==> config.mk <==
export PLATFORM = sky130hd
export DESIGN_NAME = ffmd_detector
export DESIGN_NICKNAME = d
export VERILOG_FILES = /design/src/ffmd_pkg.sv /design/src/ffmd_detector.sv
export VERILOG_INCLUDE_DIRS = /design/src
export SDC_FILE = /design/constraint.sdc
export NUM_CORES = 1
export LEC_CHECK = 0
export ABC_AREA = 1
export BUFFER_PORTS_ARGS = -buffer_cell sky130_fd_sc_hd__buf_2
export CORE_AREA = 5 5 151 153
export CTS_BUF_LIST = sky130_fd_sc_hd__clkbuf_8
export CTS_CLUSTER_DIAMETER = 60
export CTS_CLUSTER_SIZE = 25
export DETAILED_ROUTE_END_ITERATION = 7
export DIE_AREA = 0 0 156 158
export PLACE_DENSITY = 0.54
export SLEW_MARGIN = 20
export SYNTH_ARGS = -nofsm -noshare
export SYNTH_HDL_FRONTEND = slang
export SYNTH_SLANG_ARGS = --single-unit
==> constraint.sdc <==
create_clock -name CLOCK_I -period 6.5 [get_ports CLOCK_I]
set_input_delay 1.3 -clock CLOCK_I [delete_from_list [all_inputs] [get_ports CLOCK_I]]
set_output_delay 1.3 -clock CLOCK_I [all_outputs]
set_load 0.1 [all_outputs]
==> src/ffmd_map.svh <==
// Register offsets, field positions and reset values of the freefall/motion detector.
// Included by the detector module; holds definitions only.
`ifndef FFMD_MAP_SVH
`define FFMD_MAP_SVH

`define FFMD_ADDR_COMMON_THS   8'h17
`define FFMD_ADDR_AXIS_THS_LO  8'h73
`define FFMD_ADDR_AXIS_THS_HI  8'h78
`define FFMD_ADDR_CFG          8'h1a
`define FFMD_ADDR_SRC          8'h1b
`define FFMD_ADDR_DBCOUNT      8'h1c
`define FFMD_ADDR_CTRL         8'h1d

// Configuration register fields
`define FFMD_CFG_LATCH_BIT     7
`define FFMD_CFG_HIGHG_BIT     6
`define FFMD_CFG_ZEN_BIT       5
`define FFMD_CFG_YEN_BIT       4
`define FFMD_CFG_XEN_BIT       3

// Common threshold fields
`define FFMD_THS_DBMODE_BIT    7
`define FFMD_THS_VALUE_MSB     6

// Per-axis high byte fields
`define FFMD_AXIS_EN_BIT       7
`define FFMD_AXIS_HI_MSB       4

// Source register fields
`define FFMD_SRC_EA_BIT        7

// Control register fields
`define FFMD_CTRL_ACTIVE_BIT   0

`define FFMD_RESET_BYTE        8'h00

`endif

==> src/ffmd_pkg.sv <==
// Types shared by the freefall/motion detector and its bench.
// Assumes 14-bit two's complement samples on three axes.
`default_nettype none

package ffmd_pkg;

  typedef logic [13:0] ffmd_axis_t;

  typedef struct packed {
    ffmd_axis_t [2:0] axis;
  } ffmd_sample_t;

  typedef enum logic {
    FFMD_LOW_G,
    FFMD_HIGH_G
  } ffmd_mode_t;

endpackage

`default_nettype wire

==> src/ffmd_detector.sv <==
// Freefall (low-g) and motion (high-g) event detector with its register file.
// Assumes a simple synchronous register port and one sample strobe per output-data-rate sample.
`default_nettype none
`include "ffmd_map.svh"

// Functional notes
// With high-g select clear, the event needs the low-g condition on every enabled axis at once.
// With high-g select set, the high-g condition on any one enabled axis suffices.
// With latch enable set, the event flag holds until software reads the source register.
// With latch enable clear, the event flag follows the present detection result per sample.
// The debounce-mode bit of the common threshold register picks how the debounce counter filters.
// Separate enables include or exclude the X, Y and Z axes.
// With per-axis thresholds off, all axes use the 7-bit common threshold at address 17h.
// With per-axis thresholds on, each axis uses its own 13-bit threshold held at 73h to 78h.
// Freefall is magnitude at or below threshold for the debounce duration.
// Motion is magnitude above threshold for the debounce duration.
// For high-g events the source register reports which axes triggered and their direction; freefall events leave the axis bits zero.
// Detection runs only in active mode; registers stay accessible in standby.
// Comparison and debounce run once per new sample on the absolute value of each axis.
// The common threshold compares against the magnitude upper bits, one count per 128 sample counts.
module ffmd_detector (
  input  wire logic               CLOCK_I,
  input  wire logic               RESET_I,
  input  wire logic [7:0]         REG_ADDR_I,
  input  wire logic [7:0]         REG_WDATA_I,
  input  wire logic               REG_WR_I,
  input  wire logic               REG_RD_I,
  output logic      [7:0]         REG_RDATA_O,
  input  wire logic               SAMPLE_VALID_I,
  input  wire ffmd_pkg::ffmd_sample_t SAMPLE_I,
  output logic                    EVENT_ACTIVE_O
);

  function automatic logic [13:0] magnitude(input logic [13:0] s);
    magnitude = s[13] ? 14'(~s + 14'h0001) : s;
  endfunction

  logic [7:0]  common_ths_reg;
  logic [7:0]  common_ths_next;
  logic [7:0]  cfg_reg;
  logic [7:0]  cfg_next;
  logic [7:0]  dbcount_reg;
  logic [7:0]  dbcount_next;
  logic [7:0]  ctrl_reg;
  logic [7:0]  ctrl_next;
  logic [7:0]  thr_hi_reg [3];
  logic [7:0]  thr_hi_next [3];
  logic [7:0]  thr_lo_reg [3];
  logic [7:0]  thr_lo_next [3];
  logic [7:0]  cnt_reg;
  logic [7:0]  cnt_next;
  logic        det_reg;
  logic        det_next;
  logic        ea_reg;
  logic        ea_next;
  logic [5:0]  axis_src_reg;
  logic [5:0]  axis_src_next;
  logic [7:0]  rdata_reg;
  logic [7:0]  rdata_next;

  logic [2:0]  axis_high;
  logic [2:0]  axis_low;
  logic [2:0]  axis_en;
  logic [5:0]  axis_flags;
  logic        any_en;
  logic        cond;
  logic        active;
  logic        per_axis;
  logic        src_read;
  ffmd_pkg::ffmd_mode_t mode;

  assign active   = ctrl_reg[`FFMD_CTRL_ACTIVE_BIT];
  assign per_axis = thr_hi_reg[0][`FFMD_AXIS_EN_BIT];
  assign axis_en  = {cfg_reg[`FFMD_CFG_ZEN_BIT], cfg_reg[`FFMD_CFG_YEN_BIT], cfg_reg[`FFMD_CFG_XEN_BIT]};
  assign mode     = cfg_reg[`FFMD_CFG_HIGHG_BIT] ? ffmd_pkg::FFMD_HIGH_G : ffmd_pkg::FFMD_LOW_G;
  assign src_read = REG_RD_I && (REG_ADDR_I == `FFMD_ADDR_SRC);

  genvar g;
  generate
    for (g = 0; g < 3; g++)
    begin : g_axis
      logic [13:0] mag;
      logic [13:0] thr;
      assign mag = magnitude(SAMPLE_I.axis[g]);
      assign thr = per_axis ? {1'b0, thr_hi_reg[g][`FFMD_AXIS_HI_MSB:0], thr_lo_reg[g]}
                            : {common_ths_reg[`FFMD_THS_VALUE_MSB:0], 7'h00};
      assign axis_high[g] = axis_en[g] && (mag > thr);
      assign axis_low[g]  = !axis_en[g] || (mag <= thr);
      // Event flag then sign, per axis
      assign axis_flags[2 * g + 1] = axis_high[g];
      assign axis_flags[2 * g]     = axis_high[g] && SAMPLE_I.axis[g][13];
    end
  endgenerate

  assign any_en = |axis_en;
  assign cond   = (mode == ffmd_pkg::FFMD_HIGH_G) ? |axis_high
                                                  : (any_en && &axis_low);

  // Register file writes
  always_comb
  begin
    common_ths_next = common_ths_reg;
    cfg_next        = cfg_reg;
    dbcount_next    = dbcount_reg;
    ctrl_next       = ctrl_reg;
    for (int i = 0; i < 3; i++)
    begin
      thr_hi_next[i] = thr_hi_reg[i];
      thr_lo_next[i] = thr_lo_reg[i];
    end
    if (REG_WR_I)
    begin
      case (REG_ADDR_I)
        `FFMD_ADDR_COMMON_THS: common_ths_next = REG_WDATA_I;
        `FFMD_ADDR_CFG:        cfg_next        = REG_WDATA_I;
        `FFMD_ADDR_DBCOUNT:    dbcount_next    = REG_WDATA_I;
        `FFMD_ADDR_CTRL:       ctrl_next       = REG_WDATA_I;
        default:
        begin
          for (int i = 0; i < 3; i++)
          begin
            if (REG_ADDR_I == 8'(`FFMD_ADDR_AXIS_THS_LO + 2 * i))
              thr_hi_next[i] = REG_WDATA_I;
            if (REG_ADDR_I == 8'(`FFMD_ADDR_AXIS_THS_LO + 2 * i + 1))
              thr_lo_next[i] = REG_WDATA_I;
          end
        end
      endcase
    end
  end

  always_ff @(posedge CLOCK_I)
  begin
    if (RESET_I)
    begin
      common_ths_reg <= `FFMD_RESET_BYTE;
      cfg_reg        <= `FFMD_RESET_BYTE;
      dbcount_reg    <= `FFMD_RESET_BYTE;
      ctrl_reg       <= `FFMD_RESET_BYTE;
      for (int i = 0; i < 3; i++)
      begin
        thr_hi_reg[i] <= `FFMD_RESET_BYTE;
        thr_lo_reg[i] <= `FFMD_RESET_BYTE;
      end
    end
    else
    begin
      common_ths_reg <= common_ths_next;
      cfg_reg        <= cfg_next;
      dbcount_reg    <= dbcount_next;
      ctrl_reg       <= ctrl_next;
      for (int i = 0; i < 3; i++)
      begin
        thr_hi_reg[i] <= thr_hi_next[i];
        thr_lo_reg[i] <= thr_lo_next[i];
      end
    end
  end

  // Debounce, event flag and source capture
  always_comb
  begin
    cnt_next      = cnt_reg;
    det_next      = det_reg;
    ea_next       = ea_reg;
    axis_src_next = axis_src_reg;
    if (!active)
    begin
      cnt_next = 8'h00;
      det_next = 1'b0;
    end
    else if (SAMPLE_VALID_I)
    begin
      if (cond)
        cnt_next = (cnt_reg < dbcount_reg) ? 8'(cnt_reg + 8'h01) : cnt_reg;
      else if (common_ths_reg[`FFMD_THS_DBMODE_BIT])
        cnt_next = 8'h00;
      else
        cnt_next = (cnt_reg != 8'h00) ? 8'(cnt_reg - 8'h01) : 8'h00;
      det_next = cond && (cnt_next >= dbcount_reg);
    end
    if (cfg_reg[`FFMD_CFG_LATCH_BIT])
    begin
      if (src_read)
      begin
        ea_next       = 1'b0;
        axis_src_next = 6'h00;
      end
      // Only a fresh sample sets; a held result must not re-arm after a read
      if (det_next && SAMPLE_VALID_I && (!ea_reg || src_read))
        axis_src_next = axis_flags;
      if (det_next && SAMPLE_VALID_I)
        ea_next = 1'b1;
    end
    else
    begin
      ea_next = det_next;
      // Axis bits only from the sample that is being judged
      if (det_next && SAMPLE_VALID_I)
        axis_src_next = axis_flags;
    end
  end

  always_ff @(posedge CLOCK_I)
  begin
    if (RESET_I)
    begin
      cnt_reg      <= 8'h00;
      det_reg      <= 1'b0;
      ea_reg       <= 1'b0;
      axis_src_reg <= 6'h00;
    end
    else
    begin
      cnt_reg      <= cnt_next;
      det_reg      <= det_next;
      ea_reg       <= ea_next;
      axis_src_reg <= axis_src_next;
    end
  end

  // Registered read data
  always_comb
  begin
    rdata_next = rdata_reg;
    if (REG_RD_I)
    begin
      case (REG_ADDR_I)
        `FFMD_ADDR_COMMON_THS: rdata_next = common_ths_reg;
        `FFMD_ADDR_CFG:        rdata_next = cfg_reg;
        `FFMD_ADDR_DBCOUNT:    rdata_next = dbcount_reg;
        `FFMD_ADDR_CTRL:       rdata_next = ctrl_reg;
        `FFMD_ADDR_SRC:        rdata_next = {ea_reg, 1'b0, axis_src_reg};
        default:
        begin
          rdata_next = 8'h00;
          for (int i = 0; i < 3; i++)
          begin
            if (REG_ADDR_I == 8'(`FFMD_ADDR_AXIS_THS_LO + 2 * i))
              rdata_next = thr_hi_reg[i];
            if (REG_ADDR_I == 8'(`FFMD_ADDR_AXIS_THS_LO + 2 * i + 1))
              rdata_next = thr_lo_reg[i];
          end
        end
      endcase
    end
  end

  always_ff @(posedge CLOCK_I)
  begin
    if (RESET_I)
      rdata_reg <= 8'h00;
    else
      rdata_reg <= rdata_next;
  end

  assign REG_RDATA_O    = rdata_reg;
  assign EVENT_ACTIVE_O = ea_reg;

endmodule

`default_nettype wire

Word level (Yosys, flattened, before mapping)

Memory sizes are Yosys's and may differ from the RTL's.
Index checks and enable logic that the tools add are counted.

Add/sub/neg operators: 5
$mul: 0
Div/mod/pow operators: 0
Order comparisons: 8
Eq/ne operators: 13
Shift operators: 0
Mux-type cells: 49
Bitwise gates (word level): 10
Reductions and logical operators: 31

Operators with widths:

| cell                                                                    | count |
|---|---|
| 8-bit 2-to-1 mux                                                        | 24 |
| 24-bit 2-to-1 mux                                                       | 4 |
| 14-bit 2-to-1 mux                                                       | 6 |
| 8-bit by 7-bit equality test with 1-bit output, second input constant   | 6 |
| 14-bit by 1-bit adder with 14-bit output, second input constant         | 3 |
| 14-bit greater-than comparator                                          | 3 |
| 14-bit less-or-equal comparator                                         | 3 |
| 14-bit NOT                                                              | 3 |
| 8-bit by 5-bit equality test with 1-bit output, second input constant   | 5 |
| 8-bit case mux with 5 select lines                                      | 1 |
| 6-bit 2-to-1 mux                                                        | 4 |
| 1-bit logical AND                                                       | 11 |
| 1-bit 2-to-1 mux                                                        | 10 |
| 2-bit AND reduction                                                     | 5 |
| 8-bit by 1-bit adder with 8-bit output, second input constant           | 1 |
| 8-bit >= comparator                                                     | 1 |
| 8-bit less-than comparator                                              | 1 |
| 8-bit nonzero test                                                      | 1 |
| 8-bit by 1-bit subtractor with 8-bit output, second input constant      | 1 |
| 3-bit by 1-bit inequality test with 1-bit output, second input constant | 2 |
| 1-bit bitwise OR                                                        | 6 |
| 3-bit OR reduction                                                      | 2 |
| 1-bit zero test                                                         | 4 |
| 1-bit logical OR                                                        | 4 |
| 5 further kinds                                                         | 5 |

Bits in registers: 56
Bits in latches: 0
Bits in writable memories: 48
ROM bits: 0
Input bits: 63
Memories: 2

Memory list:

| name       | depth | width | read ports | clocked after memory_dff | wr ports | RTL line            | text |
|---|---|---|---|---|---|---|---|
| thr_hi_reg | 3     | 8     | 3          | 0                        | 3        | ffmd_detector.sv:46 | `logic [7:0] thr_hi_reg [3];` |
| thr_lo_reg | 3     | 8     | 3          | 0                        | 3        | ffmd_detector.sv:48 | `logic [7:0] thr_lo_reg [3];` |

Logic depth before layout (Yosys ltp)

Depth after elaboration: 19
Gate-level depth with buffers: 36

Worst setup path before layout

No wires, ideal clock.

Path type: input to register
From: in SAMPLE_I[1] in the netlist's numbering
To: reg axis_src_reg[3]
Setup time: 0.071 ns
Arrival time: 4.955 ns
Setup slack: 1.474 ns
Stages on the path: 31
Cell sequence: nor3_1 nor3b_1 nand4_1 o31ai_1 xor2_1 ha_1 nand2_1 nor2_1 nand3_1 inv_1 nand2_1 nand2_1 nand2_1 nand3_1 nand2_1 nand2_1 inv_1 o21ai_0 inv_1 ha_1 a21oi_1 o21ai_0 nand2_1 o2111ai_1 nand3_1 nand2_1 nand3_1 nand2_1 inv_2 nand2_1 a21oi_1

Word-level cells in the longest chain between the ends: 19
Elaborated cells on any way between the ends: 25
Those cells by class: 1 x add/sub; 3 x order compare; 1 x eq/ne; 9 x mux; 1 x bitwise; 10 x reduce/logical

Ends and longest elaborated chain:

| item                                                                                                  | RTL line                                   | text |
|---|---|---|
| start: declaration                                                                                    | ffmd_detector.sv:30                        | `input wire ffmd_pkg::ffmd_sample_t SAMPLE_I,` |
| 14-bit NOT                                                                                            | ffmd_detector.sv:35                        | `magnitude = s[13] ? 14'(~s + 14'h0001) : s;` |
| 14-bit by 1-bit adder with 14-bit output                                                              | ffmd_detector.sv:35                        |  |
| 14-bit 2-to-1 mux (*)                                                                                 | ffmd_detector.sv:35                        |  |
| 14-bit less-or-equal comparator                                                                       | ffmd_detector.sv:88                        | `assign axis_low[g] = !axis_en[g] \|\| (mag <= thr);` |
| 1-bit logical OR                                                                                      | ffmd_detector.sv:88                        |  |
| 3-bit AND reduction                                                                                   | ffmd_detector.sv:97                        | `: (any_en && &axis_low);` |
| 1-bit logical AND                                                                                     | ffmd_detector.sv:97                        |  |
| 1-bit 2-to-1 mux (*)                                                                                  | ffmd_detector.sv:96                        | `assign cond = (mode == ffmd_pkg::FFMD_HIGH_G) ? \|axis_high` |
| (+3 left out)                                                                                         | n/a                                        |  |
| 8-bit >= comparator                                                                                   | ffmd_detector.sv:180                       | `det_next = cond && (cnt_next >= dbcount_reg);` |
| 1-bit logical AND (*)                                                                                 | ffmd_detector.sv:180                       |  |
| 1-bit 2-to-1 mux (*)                                                                                  | ffmd_detector.sv:172                       | `else if (SAMPLE_VALID_I)` |
| 1-bit 2-to-1 mux (*)                                                                                  | ffmd_detector.sv:167                       | `if (!active)` |
| 1-bit logical AND (*)                                                                                 | ffmd_detector.sv:190, ffmd_detector.sv:199 |  |
| 1-bit logical AND                                                                                     | ffmd_detector.sv:190                       | `if (det_next && SAMPLE_VALID_I && (!ea_reg \|\| src_read))` |
| 3-bit by 1-bit inequality test with 1-bit output (no line) / 6-bit 2-to-1 mux (equally long branches) | n/a                                        |  |
| 2-bit AND reduction (no line) / 6-bit 2-to-1 mux (equally long branches)                              | n/a                                        |  |
| end signal: assignment                                                                                | ffmd_detector.sv:218                       | `axis_src_reg <= axis_src_next;` |
| end: declaration                                                                                      | ffmd_detector.sv:56                        | `logic [5:0] axis_src_reg;` |

Mark *: on every way between the ends. The rest lies on a longest branch, timed or not. The select of a mux whose other input is x is not followed.
A chain may end at the register's enable or synchronous reset.

Worst setup path in the final report

From: in SAMPLE_I[1] in the netlist's numbering
To: reg axis_src_reg[2]

Same word-level chain as after synthesis.

==> results.cfg <==
[run_status]
status = finished clean

[global_route]
grt_pass1_wl_mm = 35.2
grt_pass1_vias = 6567
grt_max_degree = 60
antenna_found_initial = 0
grt-ovfl-total = 0
track_usage = 0.180

[synthesis]
synth_seq_area_share = 0.283
syn_inst = 1093
yosysWarnings = 0
synth-seq-cells = 104
synth_area_um2 = 7350
synthFlopType = dfxtp_1
async_flop_share = 0
synth-edff-count = 0
synth_fp_nets = 1219
synth_area_per_cell_um2 = 6.72
synth_cell_types = 47
synth_top_area_frac = 0.283
synth_top_area_cell = dfxtp_1
yosys-top-cells-area = dfxtp_1 (28%), ha_1 (11%), nand2_1 (9.6%)

[worst_setup_path]
rr_startpoint = thr_hi_reg[0][7]
r2r_setup_slack_ns = 1.89
critPathKind = in2reg
reg2reg_to = axis_src_reg[2]
cp_max_fo = 9
cp_data_required_time_ns = 6.81
crit_path_end_kind = flip-flop
crit_arrival_ns = 5.88
ff2ff_path_depth = 24
critPathLaunchType = input port

[clock_tree]
cts_root_buf = clkbuf_8
clockBufferDepth = 2
cts_num_sinks = 104
cts_tree = built
h-tree-depth = 3
cts_resized = 0
cts_buffers = 9
ctsHoldBuffers = 0
postCtsSetupBuffers = 0
insertion_delay_ns = 0.38
path_clk_slew_ns = 0.09

[finish]
fill_cells = 2312
multi_input_area_um2 = 4440
fin_nets = 1262
antenna_cells = 0
final_common_cell = nand2_1
final_cell_mix = nand2_1 (187), inv_1 (160), a21oi_1 (126), nor2_1 (111), dfxtp_1 (103)
syn_to_final_growth_pct = 9.56
seq_area_um2 = 2080
drive_above_1_share = 0.104

[routing]
drt_iter0_drc = 534
viasPerCell = 5.07
wl_mm = 22.2
wl_per_cell_um = 15.6
drtPass1Iterations = 5
drc = 0
ant_nets = 0
num_vias = 7185

[floorplan]
floorplan.die.width_um = 156
start_util = 0.343
std_cell_rows = 54
core_area_um2 = 21400
dieArea_um2 = 24600
die-height_um = 158
io_pins = 72

[pwr]
p_leak_nw = 3.42
powerDensity_nw_per_um2 = 152
p_comb_frac = 0.177
power.share.switching = 0.292
p_switching_mw = 0.358
vdd_drop_max_mv = 0.102
pwr-share-clk = 0.299
seqPwrFrac = 0.524
p_int_mw = 0.866

[timing]
fin_ws_ns = 0.931
hold_violations = 0
fin_crit_sh = 0.857
drv_slew = 0
setup_viol = 0
rsz0062_at_grt = no
fin_worst_skew_ns = 0.00690
period_needed_ns = 5.57
setup_tns_ns = 0
fmax_mhz = 180
worst_pin_slew_ns = 0.930
relSlewSlack = 0.379

[place]
hpwl_mm = 17.3
io_buffer_count = 71
place_congestion = 0.856
preCtsSetupSlack_ns = 0.562

[min_path]
hold_path_end = thr_hi_reg[0][13]
hp-class = reg2reg
whs_path_depth = 2
hp-start = thr_hi_reg[0][13]

[run]
cap_violations = 0
## layer usage
layer,global-route usage,wire (um)
met3,0.0295,1050
met2,0.300,10500
met5,0,0
met1,0.239,10200
met4,0.0542,490
## power groups by stage
stage	Sequential, mW	Combinational (mW)	Clock (mW)
floorplan	0.674	0.135	0
global placement	0.657	0.215	0
detailed placement	0.657	0.217	0
CTS	0.642	0.218	0.378
global route	0.643	0.247	0.406
finish	0.642	0.216	0.366
## synthesized netlist by cell type (all sizes together), types with 5 or more instances
cell / number
a211oi: 18
a21oi: 128
a221oi: 10
buf: 11
clkbuf: 30
dfxtp: 104
ha: 63
inv: 170
nand2: 191
nand3: 34
nand4: 12
nor2: 114
nor3: 20
nor4: 7
o2111ai: 6
o21ai: 101
o22ai: 8
o31ai: 5
xnor2: 10
xor2: 28
## cell families (layout without fill, tap and decap cells)
| kind of cell | after synthesis | in the layout | synth area share |
|---|---|---|---|
| simple gates | 386 | 386 | 0.230 |
| compound gates | 290 | 290 | 0.222 |
| buf+inv | 212 | 257 | 0.112 |
| flops | 104 | 104 | 0.283 |
| fa+ha+maj | 63 | 63 | 0.107 |
| xor+xnor | 38 | 38 | 0.0453 |
## worst max path at each step
stage                           start              end  slack (ns)  cells after the start
after global routing      SAMPLE_I[1]  axis_src_reg[0]        0.45                     32
after detailed placement  SAMPLE_I[1]  axis_src_reg[0]        0.56                     29
after CTS                 SAMPLE_I[1]  axis_src_reg[0]        0.98                     29
after global placement    SAMPLE_I[1]  axis_src_reg[4]        0.69                     29
after floorplan           SAMPLE_I[1]  axis_src_reg[3]        1.47                     31
final                     SAMPLE_I[1]  axis_src_reg[2]        0.93                     28
## metrics by stage
step	area (um2)	std cells	utilization	total power, mW	hold WS (ns)
after floorplan	7350	1093	-	0.809	0.423
after detailed placement	7890	1405	0.368	0.874	0.442
after global routing	8050	1418	0.376	1.29	0.476
after global placement	7890	1405	0.368	0.872	0.436
after CTS	8050	1418	0.376	1.24	0.456
final	8050	1418	0.376	1.22	0.457
## critical path, cell delays in order
cell and delay [ns]:
buf_2 0.10, nor3_1 0.22, nor3b_1 0.36, nand4_1 0.21
o31ai_1 0.30, xor2_1 0.19, ha_1 0.26, nand2_1 0.07
nand2_1 0.04, nand2_1 0.05, nand2_1 0.04, a21oi_1 0.13
nand2_1 0.06, nand2_1 0.20, nand4_1 0.17, nand2_1 0.26
inv_1 0.18, o21ai_0 0.25, inv_1 0.08, ha_1 0.29
a21oi_1 0.06, o21ai_0 0.16, nand2_1 0.07, o2111ai_1 0.08
nand3_1 0.12, nor3_1 0.26, o311ai_0 0.20, a21oi_1 0.16
## area by class of cell
cell class,count,area share
multi-input combinational,777,0.552
sequential,104,0.259
tap,280,0.0435
clock buffer,11,0.0188
timing repair buffer,73,0.0460
clock inverter,2,0.00109
inverter,171,0.0799
Power figures use the tool's default switching activity.
